## src/design/isw_pkg.sv

```systemverilog
// Shared constants and types for the serial-to-single-wire bridge
package isw_pkg;
    // ---------------------------------------------------------------
    // Clock and time conversion
    // ---------------------------------------------------------------
    localparam int CLK_MHZ = 25;

    // Least times round up to whole clock cycles
    function automatic int cyc_up(input int t_ns);
        return (t_ns * CLK_MHZ + 999) / 1000;
    endfunction

    // Single-wire times in ns, standard and overdrive; one active pullup time for both speeds
    localparam int T_RSTL_STD_NS = 600000;
    localparam int T_RSTL_OD_NS = 72000;
    localparam int T_RSTH_STD_NS = 584000;
    localparam int T_RSTH_OD_NS = 74000;
    localparam int T_MSP_STD_NS = 70000;
    localparam int T_MSP_OD_NS = 7500;
    localparam int T_SI_STD_NS = 8000;
    localparam int T_SI_OD_NS = 750;
    localparam int T_W0L_STD_NS = 60000;
    localparam int T_W0L_OD_NS = 7500;
    localparam int T_W1L_STD_NS = 6000;
    localparam int T_W1L_OD_NS = 1000;
    localparam int T_RDS_STD_NS = 13000;
    localparam int T_RDS_OD_NS = 1500;
    localparam int T_REC_STD_NS = 5000;
    localparam int T_REC_OD_NS = 3000;
    localparam int T_APU_NS = 2500;

    // Cycle counts
    localparam logic [15:0] C_RSTL_STD = 16'(cyc_up(T_RSTL_STD_NS));
    localparam logic [15:0] C_RSTL_OD = 16'(cyc_up(T_RSTL_OD_NS));
    localparam logic [15:0] C_RSTH_STD = 16'(cyc_up(T_RSTH_STD_NS));
    localparam logic [15:0] C_RSTH_OD = 16'(cyc_up(T_RSTH_OD_NS));
    localparam logic [15:0] C_MSP_STD = 16'(cyc_up(T_MSP_STD_NS));
    localparam logic [15:0] C_MSP_OD = 16'(cyc_up(T_MSP_OD_NS));
    localparam logic [15:0] C_SI_STD = 16'(cyc_up(T_SI_STD_NS));
    localparam logic [15:0] C_SI_OD = 16'(cyc_up(T_SI_OD_NS));
    localparam logic [15:0] C_W0L_STD = 16'(cyc_up(T_W0L_STD_NS));
    localparam logic [15:0] C_W0L_OD = 16'(cyc_up(T_W0L_OD_NS));
    localparam logic [15:0] C_W1L_STD = 16'(cyc_up(T_W1L_STD_NS));
    localparam logic [15:0] C_W1L_OD = 16'(cyc_up(T_W1L_OD_NS));
    localparam logic [15:0] C_RDS_STD = 16'(cyc_up(T_RDS_STD_NS));
    localparam logic [15:0] C_RDS_OD = 16'(cyc_up(T_RDS_OD_NS));
    localparam logic [15:0] C_REC_STD = 16'(cyc_up(T_REC_STD_NS));
    localparam logic [15:0] C_REC_OD = 16'(cyc_up(T_REC_OD_NS));
    localparam logic [7:0] C_APU = 8'(cyc_up(T_APU_NS));

    // ---------------------------------------------------------------
    // Host port: slave address and commands
    // ---------------------------------------------------------------
    localparam logic [4:0] ADDR_BASE = 5'h0c;
    localparam logic [7:0] CMD_DEV_RST = 8'h01;
    localparam logic [7:0] CMD_SET_PTR = 8'h02;
    localparam logic [7:0] CMD_WR_CFG = 8'h03;
    localparam logic [7:0] CMD_LINE_RST = 8'h04;
    localparam logic [7:0] CMD_BIT = 8'h05;
    localparam logic [7:0] CMD_WR_BYTE = 8'h06;
    localparam logic [7:0] CMD_RD_BYTE = 8'h07;
    localparam logic [7:0] CMD_TRIPLET = 8'h08;

    // Read pointer codes
    localparam logic [1:0] PTR_STAT = 2'h0;
    localparam logic [1:0] PTR_DATA = 2'h1;
    localparam logic [1:0] PTR_CFG = 2'h2;

    // Status bit positions
    localparam int ST_BUSY = 0;
    localparam int ST_PPD = 1;
    localparam int ST_SD = 2;
    localparam int ST_LL = 3;
    localparam int ST_RST = 4;
    localparam int ST_SBR = 5;
    localparam int ST_TSB = 6;
    localparam int ST_DIR = 7;

    // Configuration bit positions
    localparam int CF_APU = 0;
    localparam int CF_SPU = 2;
    localparam int CF_SPD = 3;

    // ---------------------------------------------------------------
    // Types
    // ---------------------------------------------------------------
    typedef enum {I_IDLE, I_RX, I_ACKW, I_ACK, I_TX, I_RACK} isw_i2c_st_t;
    typedef enum {OW_IDLE, OW_RST, OW_SLOT} isw_ow_st_t;
    typedef enum {K_BIT, K_BYTE, K_TRIP} isw_kind_t;

    // Received host byte, valid for one cycle
    typedef struct packed {
        logic valid;
        logic first;
        logic [7:0] data;
    } isw_rx_t;
endpackage

```

## src/design/isw_bridge.sv

```systemverilog
// Top level: serial host slave driving a self-timed single-wire master
`timescale 1ns/1ns
// Summary of operation
// Runs line sequences alone after command
// Status and read data report results
// Two select pins set slave address
// External pullup control low during strong pullup
// Strong and active pullup share one driver
// Active pullup fires only on rising edges
// Standard or overdrive line timing
// Host port is serial slave, SCL oversampled by the system clock
// Host waits after power-up before talking
// Control output low exactly while strong pullup
// Busy flag set during line activity
// Standard slot ends within 65us; speed governs
// Answer only own address, ignore others
module isw_bridge #(
    parameter logic [15:0] RSTL_STD_CYC = isw_pkg::C_RSTL_STD,
    parameter logic [15:0] RSTH_STD_CYC = isw_pkg::C_RSTH_STD
) (
    input wire logic clock_i,
    input wire logic rst_n_i,
    input wire logic scl_i,
    input wire logic sda_i,
    output logic sda_o,
    output logic sda_oe_o,
    input wire logic addr_select_0_i,
    input wire logic addr_select_1_i,
    input wire logic ow_i,
    output logic ow_o,
    output logic ow_oe_o,
    output logic ext_pullup_ctrl_n_o,
    output logic line_busy_flag_o
);
    typedef struct packed {
        logic [1:0] ow_s;
        logic ow_p;
        isw_pkg::isw_ow_st_t ost;
        isw_pkg::isw_kind_t kind;
        logic [15:0] cnt;
        logic [2:0] nb;
        logic [7:0] sh;
        logic smp;
        logic tdir;
        logic arm;
        logic [7:0] cmd;
        logic cmd_wait;
        logic active_pullup_enable;
        logic strong_pullup_enable;
        logic speed_select;
        logic spu_on;
        logic [7:0] apu_cnt;
        logic [7:0] stat;
        logic [7:0] rdata;
        logic [1:0] ptr;
        logic [7:0] tx;
        logic low;
        logic up;
        logic pctl_n;
    } isw_main_q_t;

    isw_main_q_t q;
    isw_main_q_t d;
    isw_pkg::isw_rx_t rx;

    // Speed-dependent timing choice
    function automatic logic [15:0] pick(input logic od, input logic [15:0] s, input logic [15:0] o);
        return od ? o : s;
    endfunction

    // ---------------------------------------------------------------
    // Host port
    // ---------------------------------------------------------------
    isw_i2c_slave u_slave (
        .clock_i(clock_i),
        .rst_n_i(rst_n_i),
        .scl_i(scl_i),
        .sda_i(sda_i),
        .addr_select_0_i(addr_select_0_i),
        .addr_select_1_i(addr_select_1_i),
        .tx_i(q.tx),
        .rx_o(rx),
        .sda_o(sda_o),
        .sda_oe_o(sda_oe_o)
    );

    // ---------------------------------------------------------------
    // Command intake and line engine
    // ---------------------------------------------------------------
    always_comb begin
        logic rise;
        logic go_rst;
        logic go_slot;
        logic fin;
        logic dir;
        logic [15:0] lo;
        logic [15:0] rl;
        rise = 1'b0;
        go_rst = 1'b0;
        go_slot = 1'b0;
        fin = 1'b0;
        dir = 1'b0;
        lo = '0;
        rl = '0;
        d = q;
        d.ow_s = {q.ow_s[0], ow_i};
        d.ow_p = q.ow_s[1];
        rise = q.ow_s[1] & ~q.ow_p;
        d.stat[isw_pkg::ST_LL] = q.ow_s[1];
        if (q.apu_cnt != 8'h00) begin
            d.apu_cnt = q.apu_cnt - 8'h01;
        end
        // Presence and reset recovery edges are left to the resistor
        if (rise && q.active_pullup_enable && q.ost == isw_pkg::OW_SLOT) begin
            d.apu_cnt = isw_pkg::C_APU;
        end

        // Commands arriving while the line is busy are dropped
        if (rx.valid && q.ost == isw_pkg::OW_IDLE) begin
            if (rx.first) begin
                d.cmd = rx.data;
                d.cmd_wait = 1'b0;
                case (rx.data)
                    isw_pkg::CMD_DEV_RST: begin
                        d.active_pullup_enable = 1'b0;
                        d.strong_pullup_enable = 1'b0;
                        d.speed_select = 1'b0;
                        d.spu_on = 1'b0;
                        d.stat = '0;
                        d.stat[isw_pkg::ST_RST] = 1'b1;
                        d.ptr = isw_pkg::PTR_STAT;
                    end
                    isw_pkg::CMD_LINE_RST: go_rst = 1'b1;
                    isw_pkg::CMD_RD_BYTE: begin
                        go_slot = 1'b1;
                        d.kind = isw_pkg::K_BYTE;
                        d.sh = 8'hff;
                    end
                    default: d.cmd_wait = 1'b1;
                endcase
            end else if (q.cmd_wait) begin
                d.cmd_wait = 1'b0;
                case (q.cmd)
                    isw_pkg::CMD_SET_PTR: d.ptr = rx.data[1:0];
                    isw_pkg::CMD_WR_CFG: if (rx.data[7:4] == ~rx.data[3:0]) begin
                        d.active_pullup_enable = rx.data[isw_pkg::CF_APU];
                        d.strong_pullup_enable = rx.data[isw_pkg::CF_SPU];
                        d.speed_select = rx.data[isw_pkg::CF_SPD];
                        if (!rx.data[isw_pkg::CF_SPU]) begin
                            d.spu_on = 1'b0;
                        end
                        d.stat[isw_pkg::ST_RST] = 1'b0;
                        d.ptr = isw_pkg::PTR_CFG;
                    end
                    isw_pkg::CMD_BIT: begin
                        go_slot = 1'b1;
                        d.kind = isw_pkg::K_BIT;
                        d.sh = {7'h00, rx.data[7]};
                    end
                    isw_pkg::CMD_WR_BYTE: begin
                        go_slot = 1'b1;
                        d.kind = isw_pkg::K_BYTE;
                        d.sh = rx.data;
                    end
                    isw_pkg::CMD_TRIPLET: begin
                        go_slot = 1'b1;
                        d.kind = isw_pkg::K_TRIP;
                        d.sh = 8'h01;
                        d.tdir = rx.data[7];
                    end
                    default: d.cmd_wait = 1'b0;
                endcase
            end
        end

        // Launch a line sequence; any strong pullup in force ends here
        if (go_rst || go_slot) begin
            d.ost = go_rst ? isw_pkg::OW_RST : isw_pkg::OW_SLOT;
            d.cnt = '0;
            d.nb = '0;
            d.stat[isw_pkg::ST_BUSY] = 1'b1;
            d.ptr = isw_pkg::PTR_STAT;
            d.arm = q.strong_pullup_enable & ~q.spu_on & go_slot & (d.kind != isw_pkg::K_TRIP);
            if (q.spu_on) begin
                d.spu_on = 1'b0;
                d.strong_pullup_enable = 1'b0;
            end
            if (go_rst) begin
                d.stat[isw_pkg::ST_SD] = 1'b0;
                d.stat[isw_pkg::ST_PPD] = 1'b0;
            end
        end

        // Line sequencer; timing follows the speed bit throughout
        case (q.ost)
            isw_pkg::OW_RST: begin
                rl = pick(q.speed_select, RSTL_STD_CYC, isw_pkg::C_RSTL_OD);
                d.cnt = q.cnt + 16'h0001;
                if (q.cnt == rl + pick(q.speed_select, isw_pkg::C_SI_STD, isw_pkg::C_SI_OD) && !q.ow_s[1]) begin
                    d.stat[isw_pkg::ST_SD] = 1'b1;
                end
                if (q.cnt == rl + pick(q.speed_select, isw_pkg::C_MSP_STD, isw_pkg::C_MSP_OD) &&
                    !q.ow_s[1] && !q.stat[isw_pkg::ST_SD]) begin
                    d.stat[isw_pkg::ST_PPD] = 1'b1;
                end
                if (q.cnt == rl + pick(q.speed_select, RSTH_STD_CYC, isw_pkg::C_RSTH_OD) - 16'h0001) begin
                    fin = 1'b1;
                end
            end
            isw_pkg::OW_SLOT: begin
                lo = q.sh[0] ? pick(q.speed_select, isw_pkg::C_W1L_STD, isw_pkg::C_W1L_OD)
                             : pick(q.speed_select, isw_pkg::C_W0L_STD, isw_pkg::C_W0L_OD);
                d.cnt = q.cnt + 16'h0001;
                if (q.cnt == pick(q.speed_select, isw_pkg::C_RDS_STD, isw_pkg::C_RDS_OD)) begin
                    d.smp = q.ow_s[1];
                end
                // Strong pullup takes over at the release of the last slot
                if (q.cnt == lo && q.arm && (q.kind == isw_pkg::K_BIT || q.nb == 3'h7)) begin
                    d.spu_on = 1'b1;
                    d.arm = 1'b0;
                end
                if (q.cnt == pick(q.speed_select, isw_pkg::C_W0L_STD, isw_pkg::C_W0L_OD) +
                             pick(q.speed_select, isw_pkg::C_REC_STD, isw_pkg::C_REC_OD) - 16'h0001) begin
                    d.cnt = '0;
                    d.nb = q.nb + 3'h1;
                    case (q.kind)
                        isw_pkg::K_BYTE: begin
                            d.sh = {q.smp, q.sh[7:1]};
                            if (q.nb == 3'h7) begin
                                d.rdata = {q.smp, q.sh[7:1]};
                                fin = 1'b1;
                            end
                        end
                        isw_pkg::K_BIT: begin
                            d.stat[isw_pkg::ST_SBR] = q.smp;
                            fin = 1'b1;
                        end
                        isw_pkg::K_TRIP: begin
                            if (q.nb == 3'h0) begin
                                d.stat[isw_pkg::ST_SBR] = q.smp;
                            end else if (q.nb == 3'h1) begin
                                // Disagreeing bits decide; both zero use the host's choice
                                dir = (q.stat[isw_pkg::ST_SBR] != q.smp) ? q.stat[isw_pkg::ST_SBR] : q.tdir;
                                d.stat[isw_pkg::ST_TSB] = q.smp;
                                d.stat[isw_pkg::ST_DIR] = dir;
                                d.sh = {7'h00, dir};
                            end else begin
                                fin = 1'b1;
                            end
                        end
                        default: fin = 1'b1;
                    endcase
                end
            end
            default: d.cnt = '0;
        endcase
        if (fin) begin
            d.ost = isw_pkg::OW_IDLE;
            d.stat[isw_pkg::ST_BUSY] = 1'b0;
        end

        // Pin drive taken from the next state so outputs stay registered
        d.low = (d.ost == isw_pkg::OW_RST && d.cnt < pick(d.speed_select, RSTL_STD_CYC, isw_pkg::C_RSTL_OD)) ||
                (d.ost == isw_pkg::OW_SLOT && d.cnt < (d.sh[0] ?
                    pick(d.speed_select, isw_pkg::C_W1L_STD, isw_pkg::C_W1L_OD) :
                    pick(d.speed_select, isw_pkg::C_W0L_STD, isw_pkg::C_W0L_OD)));
        d.up = (d.apu_cnt != 8'h00 || d.spu_on) && !d.low;
        d.pctl_n = ~d.spu_on;
        case (d.ptr)
            isw_pkg::PTR_DATA: d.tx = d.rdata;
            isw_pkg::PTR_CFG: d.tx = {4'h0, d.speed_select, d.strong_pullup_enable, 1'b0, d.active_pullup_enable};
            default: d.tx = d.stat;
        endcase
    end

    // State register; power-up reports the reset flag
    always_ff @(posedge clock_i or negedge rst_n_i) begin
        if (!rst_n_i) begin
            q <= '0;
            q.stat <= 8'h10;
            q.pctl_n <= 1'b1;
            q.tx <= 8'h10;
        end else begin
            q <= d;
        end
    end

    assign ow_o = q.up;
    assign ow_oe_o = q.up | q.low;
    assign ext_pullup_ctrl_n_o = q.pctl_n;
    assign line_busy_flag_o = q.stat[isw_pkg::ST_BUSY];
endmodule

```

## src/design/isw_i2c_slave.sv

```systemverilog
// Host-side serial slave: byte receive, acknowledge and read-back
`timescale 1ns/1ns
module isw_i2c_slave (
    input wire logic clock_i,
    input wire logic rst_n_i,
    input wire logic scl_i,
    input wire logic sda_i,
    input wire logic addr_select_0_i,
    input wire logic addr_select_1_i,
    input wire logic [7:0] tx_i,
    output isw_pkg::isw_rx_t rx_o,
    output logic sda_o,
    output logic sda_oe_o
);
    typedef struct packed {
        logic [1:0] scl_s;
        logic [1:0] sda_s;
        logic [1:0] ad0_s;
        logic [1:0] ad1_s;
        logic scl_p;
        logic sda_p;
        isw_pkg::isw_i2c_st_t st;
        logic [3:0] n;
        logic [7:0] sh;
        logic addr;
        logic rd;
        logic first;
        logic oe;
        logic sdo;
        isw_pkg::isw_rx_t rx;
    } isw_i2c_q_t;

    isw_i2c_q_t q;
    isw_i2c_q_t d;

    // ---------------------------------------------------------------
    // Next state
    // ---------------------------------------------------------------
    // Only the second sync stage is read, so SCL runs fully asynchronous
    always_comb begin
        logic scl;
        logic sda;
        logic rise;
        logic fall;
        logic match;
        scl = q.scl_s[1];
        sda = q.sda_s[1];
        rise = scl & ~q.scl_p;
        fall = ~scl & q.scl_p;
        match = (q.sh[6:0] == {isw_pkg::ADDR_BASE, q.ad1_s[1], q.ad0_s[1]});
        d = q;
        d.rx.valid = 1'b0;
        d.sdo = 1'b0;
        d.scl_s = {q.scl_s[0], scl_i};
        d.sda_s = {q.sda_s[0], sda_i};
        d.ad0_s = {q.ad0_s[0], addr_select_0_i};
        d.ad1_s = {q.ad1_s[0], addr_select_1_i};
        d.scl_p = scl;
        d.sda_p = sda;
        if (scl && q.scl_p && q.sda_p && !sda) begin
            // Start or repeated start
            d.st = isw_pkg::I_RX;
            d.n = 4'h0;
            d.addr = 1'b1;
            d.oe = 1'b0;
        end else if (scl && q.scl_p && !q.sda_p && sda) begin
            // Stop
            d.st = isw_pkg::I_IDLE;
            d.oe = 1'b0;
        end else begin
            case (q.st)
                isw_pkg::I_RX: if (rise) begin
                    d.sh = {q.sh[6:0], sda};
                    d.n = q.n + 4'h1;
                    if (q.n == 4'h7) begin
                        if (q.addr) begin
                            // Foreign addresses are left alone entirely
                            d.st = match ? isw_pkg::I_ACKW : isw_pkg::I_IDLE;
                            d.rd = sda;
                            d.first = 1'b1;
                        end else begin
                            d.rx.valid = 1'b1;
                            d.rx.first = q.first;
                            d.rx.data = {q.sh[6:0], sda};
                            d.first = 1'b0;
                            d.st = isw_pkg::I_ACKW;
                        end
                    end
                end
                isw_pkg::I_ACKW: if (fall) begin
                    d.oe = 1'b1;
                    d.st = isw_pkg::I_ACK;
                end
                isw_pkg::I_ACK: if (fall) begin
                    d.addr = 1'b0;
                    d.n = 4'h1;
                    if (q.rd) begin
                        d.sh = tx_i;
                        d.oe = ~tx_i[7];
                        d.st = isw_pkg::I_TX;
                    end else begin
                        d.n = 4'h0;
                        d.oe = 1'b0;
                        d.st = isw_pkg::I_RX;
                    end
                end
                isw_pkg::I_TX: if (fall) begin
                    d.sh = {q.sh[6:0], 1'b0};
                    d.oe = ~q.sh[6];
                    d.n = q.n + 4'h1;
                    if (q.n == 4'h8) begin
                        d.oe = 1'b0;
                        d.st = isw_pkg::I_RACK;
                    end
                end
                // Master ack means another byte follows from the same pointer
                isw_pkg::I_RACK: if (rise) begin
                    d.st = sda ? isw_pkg::I_IDLE : isw_pkg::I_ACK;
                end
                default: d.st = isw_pkg::I_IDLE;
            endcase
        end
    end

    // State register
    always_ff @(posedge clock_i or negedge rst_n_i) begin
        if (!rst_n_i) begin
            q <= '0;
            q.scl_s <= 2'h3;
            q.sda_s <= 2'h3;
            q.scl_p <= 1'b1;
            q.sda_p <= 1'b1;
        end else begin
            q <= d;
        end
    end

    assign rx_o = q.rx;
    assign sda_o = q.sdo;
    assign sda_oe_o = q.oe;
endmodule

```

## config.mk

```make
export PLATFORM = sky130hd
export DESIGN_NAME = isw_bridge
export DESIGN_NICKNAME = d
export VERILOG_FILES = /design/src/design/isw_pkg.sv /design/src/design/isw_bridge.sv /design/src/design/isw_i2c_slave.sv
export SDC_FILE = /design/constraint.sdc
export NUM_CORES = 1
export LEC_CHECK = 0
export BUFFER_PORTS_ARGS = -buffer_cell sky130_fd_sc_hd__buf_2
export CORE_ASPECT_RATIO = 1.5
export CORE_UTILIZATION = 25
export DETAILED_ROUTE_END_ITERATION = 8
export HOLD_SLACK_MARGIN = 0.08
export SYNTH_ARGS = -nofsm -noshare
export SYNTH_HDL_FRONTEND = slang
export SYNTH_SLANG_ARGS = --single-unit
```

## constraint.sdc

```tcl
create_clock -name clock_i -period 8 [get_ports clock_i]
set_input_delay 0.8 -clock clock_i [delete_from_list [all_inputs] [get_ports clock_i]]
set_output_delay 0.8 -clock clock_i [all_outputs]
set_load 0.01 [all_outputs]
```

After elaboration in Yosys (flattened, before gate mapping)
Cells that the tools add are included.
{ "classes": {"reduce_logical": 49, "magnitude_cmp": 2, "bitwise_logic": 19, "n_eq_ne": 51, "addsub": 10, "muxes": 141} }
{ "ops": {"columns": ["operator", "count"], "rows": [
  ["two-way mux 32 bit", 12],
  ["== test 32 x 2 -> 1 bit (second input constant)", 5],
  ["case mux 32 bit (5 select lines)", 1],
  ["two-way mux 8 bit", 18],
  ["== test 32 x 3 -> 1 bit (second input constant)", 4],
  ["== test 32 x 1 -> 1 bit (second input constant)", 3],
  ["zero test 32 bit", 3],
  ["case mux 32 bit (3 select lines)", 1],
  ["two-way mux 44 bit", 2],
  ["two-way mux 10 bit", 6],
  ["== test 16 bit", 3],
  ["two-way mux 1 bit", 46],
  ["two-way mux 45 bit", 1],
  ["two-way mux 11 bit", 4],
  ["two-way mux 14 bit", 3],
  ["two-way mux 36 bit", 1],
  ["case mux 12 bit (3 select lines)", 1],
  ["two-way mux 2 bit", 17],
  ["== test 16 x 15 -> 1 bit", 2],
  ["== test 8 x 3 -> 1 bit (second input constant)", 4],
  ["!= test 32 x 3 -> 1 bit (second input constant)", 1],
  ["case mux 16 bit (2 select lines)", 1],
  ["case mux 8 bit (2 select lines)", 2],
  ["!= test 4 x 1 -> 1 bit (second input constant)", 7],
  ["other kinds (60)", 124]
]} }
{ "totals": {"reg_bits": 215, "wordCells": 312, "out_inout_bits": 6, "inputBits": 7} }

Depth between registers and ports, before layout
{ "logic_depth": {"ltp_word": 16, "depth_mapped": 18, "depth_no_buf": 18} }

Modules after synthesis
A second synthesis with hierarchy kept.
{ "hier_totals": {"hier_cells": 913, "area_unflattened_um2": 9514.1} }
{ "by_module_without_submodules": {"columns": ["module", "area_per_inst_um2", "seq_area_each_um2", "cells_per_inst", "n_inst"], "rows": [
  ["isw_bridge", 7433.4, 3657.3, 739, 1],
  ["isw_i2c_slave", 2080.7, 958.4, 174, 1]
]} }

Worst setup path after synthesis
No wires, ideal clock.
{ "synth_path": {"kind": "reg2reg", "startpoint": "reg q[116] (netlist bit)", "endpoint": "reg q, in the netlist ow_o", "arrival_ps": 4523, "path_buffers": 1, "slack_ps": 3358, "setup_ps": 119, "period_less_slack_ps": 4642, "path_stages_with_launch": 16, "t_required_ps": 7881, "path_cell_list": "dfrtp_1 -> or4_4 -> or3_1 -> or3_1 -> buf_2 -> nor4_1 -> a211o_1 -> a21boi_2 -> nand2_1 -> ha_1 -> a21o_1 -> a21o_1 -> a2111o_1 -> o41a_1 -> o32a_1 -> o21a_1"} }
{ "synth_lines": {"columns": ["element", "line", "rtl"], "rows": [
  ["from (decl)", "isw_bridge.sv:62", "isw_main_q_t q;"]
]} }

==> metrics <==
final worst setup slack=2.51 ns; total power draw=roughly 2100 µW; critical path arrival=5.83 ns; Slew @ Worst Pin=1.12 ns; DIE WIDTH=roughly 160 µm; gpl congestion=0.870; Yosys cell types=76; port bufs=11; Final Instance Area=10100 µm²; CP dominant cell by count=a21o_1; Buf/Inv on CP=0; Core ar.=35800 µm²; post-CTS sizing=0; worst skew pair latency=about 0.44 ns; Setup Viol. Count Final=0; DR pass1 iterations=5; Post-DRT Antenna Nets=0; CTS Buf Count=17; setup_tns=0 ns; Area growth syn-to-layout=11.5%; die area=37100 µm²; switching power=597 µW; routed vias/inst=4.82; final non-filler cell total=~1.4k; type of the worst setup path=reg -> reg; Setup WS pre-CTS=2.54 ns; vias in the first global route=6800; worst vdd ir=0.107 mV; Final min period=~5.5 ns; CP Launch Type=flop; Bufs on Longest Clock Path=2; H-tree Lvls=4; fin nets=slightly above 900; hold buffers post-CTS=0; main area contributors after synthesis=dfrtp_1 (48%), nor2_1 (3.8%), nand2_1 (3.6%); dpl cell area=9490 µm²; Post-synth EDFFs=0; number of setup buffers added after CTS=0; worst-path fanout max=31; XOR/XNOR Fraction of Synth Area=2.99%; sequential power share=49.3%; Seq/Total Area, Yosys=50.9%; max_slew headroom=23.3%; root buffer cell=clkbuf_16; clock skew=0.0117 ns; Power Dens Cells=just over 200 nW/µm²; grt ovf=0; crit share post-route=68.7%; FFs w/ async S/R, synth=100%; status=finished, final reports clean; post-synthesis simple-gate area fraction=between 20% and 30%; Synth Area in Compound Gates=13.0%; Initial Util=25.3%; Final Hold Vio Count=0; syn nets=between 900 and 1k; initial antenna violation count=0; cells along the critical path=or3b_2 > a21oi_1 > nand3_1 > nor4_1 > a211o_1 > a21boi_2 > nand2_1 > ha_1 > a21o_1 > a21o_1 > a2111o_1 > o41a_1 > o32a_1 > o21a_1; Pint=1510 µW; area leader, netlist=dfrtp_1; LEAKAGE=0.00451 µW; placed insts=1338; adder-cell area share of the yosys netlist=about 3.6%; Synth Register Bits=about 180; CP required=roughly 8.3 ns; Clk pwr share=between 40% and 50%; # diodes=0; synthesized cell area=9070 µm²; HPWL Detailed=between 15 and 20 mm; proportion of synthesized area in mux cells=3.73%; IO Pins=13; fmax=182 MHz; Syn Inst Count=917; Post-Route WL=21.8 mm; # rows=85; largest net degree at the start of global routing=125; syn_area_per_cell=just under 10 µm²; total track usage=12.6%; Sw Share=28.4%; main combinational cell family by area after synthesis=simple AND/OR/NAND/NOR gates; Max-cap violations=0; post-synth top area share=48.3%; CP Capture Type=flop; vias post-DR=~6.6k; first-pass GRT wire length=36.0 mm; dominant synthesized flop cell=dfrtp_1; RSZ-0062 raised after global routing=false; synthesis warning total=0; slowest CP cell=nor4_1; drt drc=0; Comb power frac=9.1%; share of post-route cells with drive strength above 1=11.1%; clock-pin slew on the worst setup and hold paths=approximately 0.08 ns; Top delay family on crit path=compound AO/OA/AOI/OAI gates; 1st-iter DRT viols=373; Slew Viols, Final=0; Die Height=around 240 µm; slowest cell delay on critical path=0.91 ns; number of clock sinks=184; Hold Crit Class=reg -> reg; routed len/inst=15.9 µm; TritonCTS clock tree=done
==> path summary, 6_finish.rpt <==
kind	start	endpoint	slack (ns)	cells after the start
hold / removal	u_slave.d[62]$_DFF_PN0_	u_slave.q[62]$_DFF_PN0_	0.35	0
setup reg to reg	q[38]$_DFF_PN0_	ow_o$_DFF_PN0_	2.51	14
hold reg to reg	u_slave.d[62]$_DFF_PN0_	u_slave.q[62]$_DFF_PN0_	0.35	0
max in group asynchronous	rst_n_i	q[23]$_DFF_PN0_	6.15	2
setup / recovery	q[38]$_DFF_PN0_	ow_o$_DFF_PN0_	2.51	14
min in group asynchronous	rst_n_i	u_slave.q[24]$_DFFE_PN0P_	0.48	1
==> cell usage in the layout, fill, tap and decap left out, types with 5 or more instances in the layout <==
master       n
or3_1        5
o21a_1       5
nand4_1      8
mux2_2      26
nor3_1      18
a31oi_1     14
a21oi_1     27
ha_1        26
nor2_1      91
xnor2_1     18
dfrtp_1    175
nor4_1      22
nand2_1     87
a22o_1       9
nor3b_1      7
xor2_1      13
a21o_1       6
nor4bb_1     6
a22oi_1      9
buf_2       10
o211ai_1     8
dfstp_2      9
inv_1       27
buf_4        5
and3_1       9
o21ai_0     46
nand3_1     26
and2_1      40
inv_8        5
nor2b_1     12
and4_1       7
clkbuf_16   17
nand2b_1     5
==> state kept, by name, indices dropped and copies added, names as in the netlist <==
register / count
u_slave.sda_oe_o: 1
ow_o: 1
u_slave.d: 6
u_slave.q: 21
q: 141
d: 2
ext_pullup_ctrl_n_o: 1
line_busy_flag_o: 1
u_slave.rx_o: 10
==> per-stage QoR <==
stage          hold slack (ns)  util, %
6_report                 0.352     28.2
5_1_grt                  0.365     28.2
4_1_cts                  0.364     28.2
3_5_place_dp             0.341     26.5
3_3_place_gp             0.336     26.5
2_1_floorplan            0.331        -
==> metal layers <==
metal | up-vias | share of wire (%) | global-route usage, %
met5 | - | 0 | 0
met4 | 0 | 3.1 | 6.24
met3 | 44 | 3.2 | 2.28
met2 | 158 | 53 | 22.5
met1 | 3238 | 41 | 14.1
li1 | 3166 | - | -
==> power by group through the flow <==
stage                     clock network, µW  registers [µW]  logic (µW)
after floorplan                           0            1020         152
after global placement                    0            1050         186
after detailed placement                  0            1060         192
after CTS                               898            1040         193
after global routing                    937            1050         223
final                                   875            1040         190
==> synth_stat cells (all sizes together) (6+ instances only) <==
cell / instances
dfrtp: 175
nor2: 91
nand2: 88
clkbuf: 67
o21ai: 48
and2: 40
a21oi: 27
inv: 27
mux2: 27
ha: 26
nand3: 26
nor4: 23
nor3: 18
xnor2: 18
a31oi: 14
xor2: 13
nor2b: 12
a22o: 9
a22oi: 9
and3: 9
dfstp: 9
nand4: 8
o211ai: 8
and4: 7
nor3b: 7
a21o: 6
buf: 6
nor4b: 6
nor4bb: 6
==> final cells by class <==
| type | count | area [µm²] |
|---|---|---|
| Fill cell | 3714 | 25700 |
| Inverter | 27 | 101 |
| Timing Repair Buffer | 16 | 101 |
| Multi-Input combinational cell | 633 | 4080 |
| Clock inverter | 15 | 195 |
| Sequential cell | 184 | 4620 |
| Clock buffer | 17 | 425 |
| Tap cell | 478 | 598 |
==> logic make-up after synthesis <==
family	after synthesis
other	1
xor gates and xnor gates	31
AOI/OAI and AO/OA	175
buffers and inverters	100
adders and majority gates	26
DFF	184
and+or+nand+nor	370
muxes	30
Power figures use the tool's default switching activity.
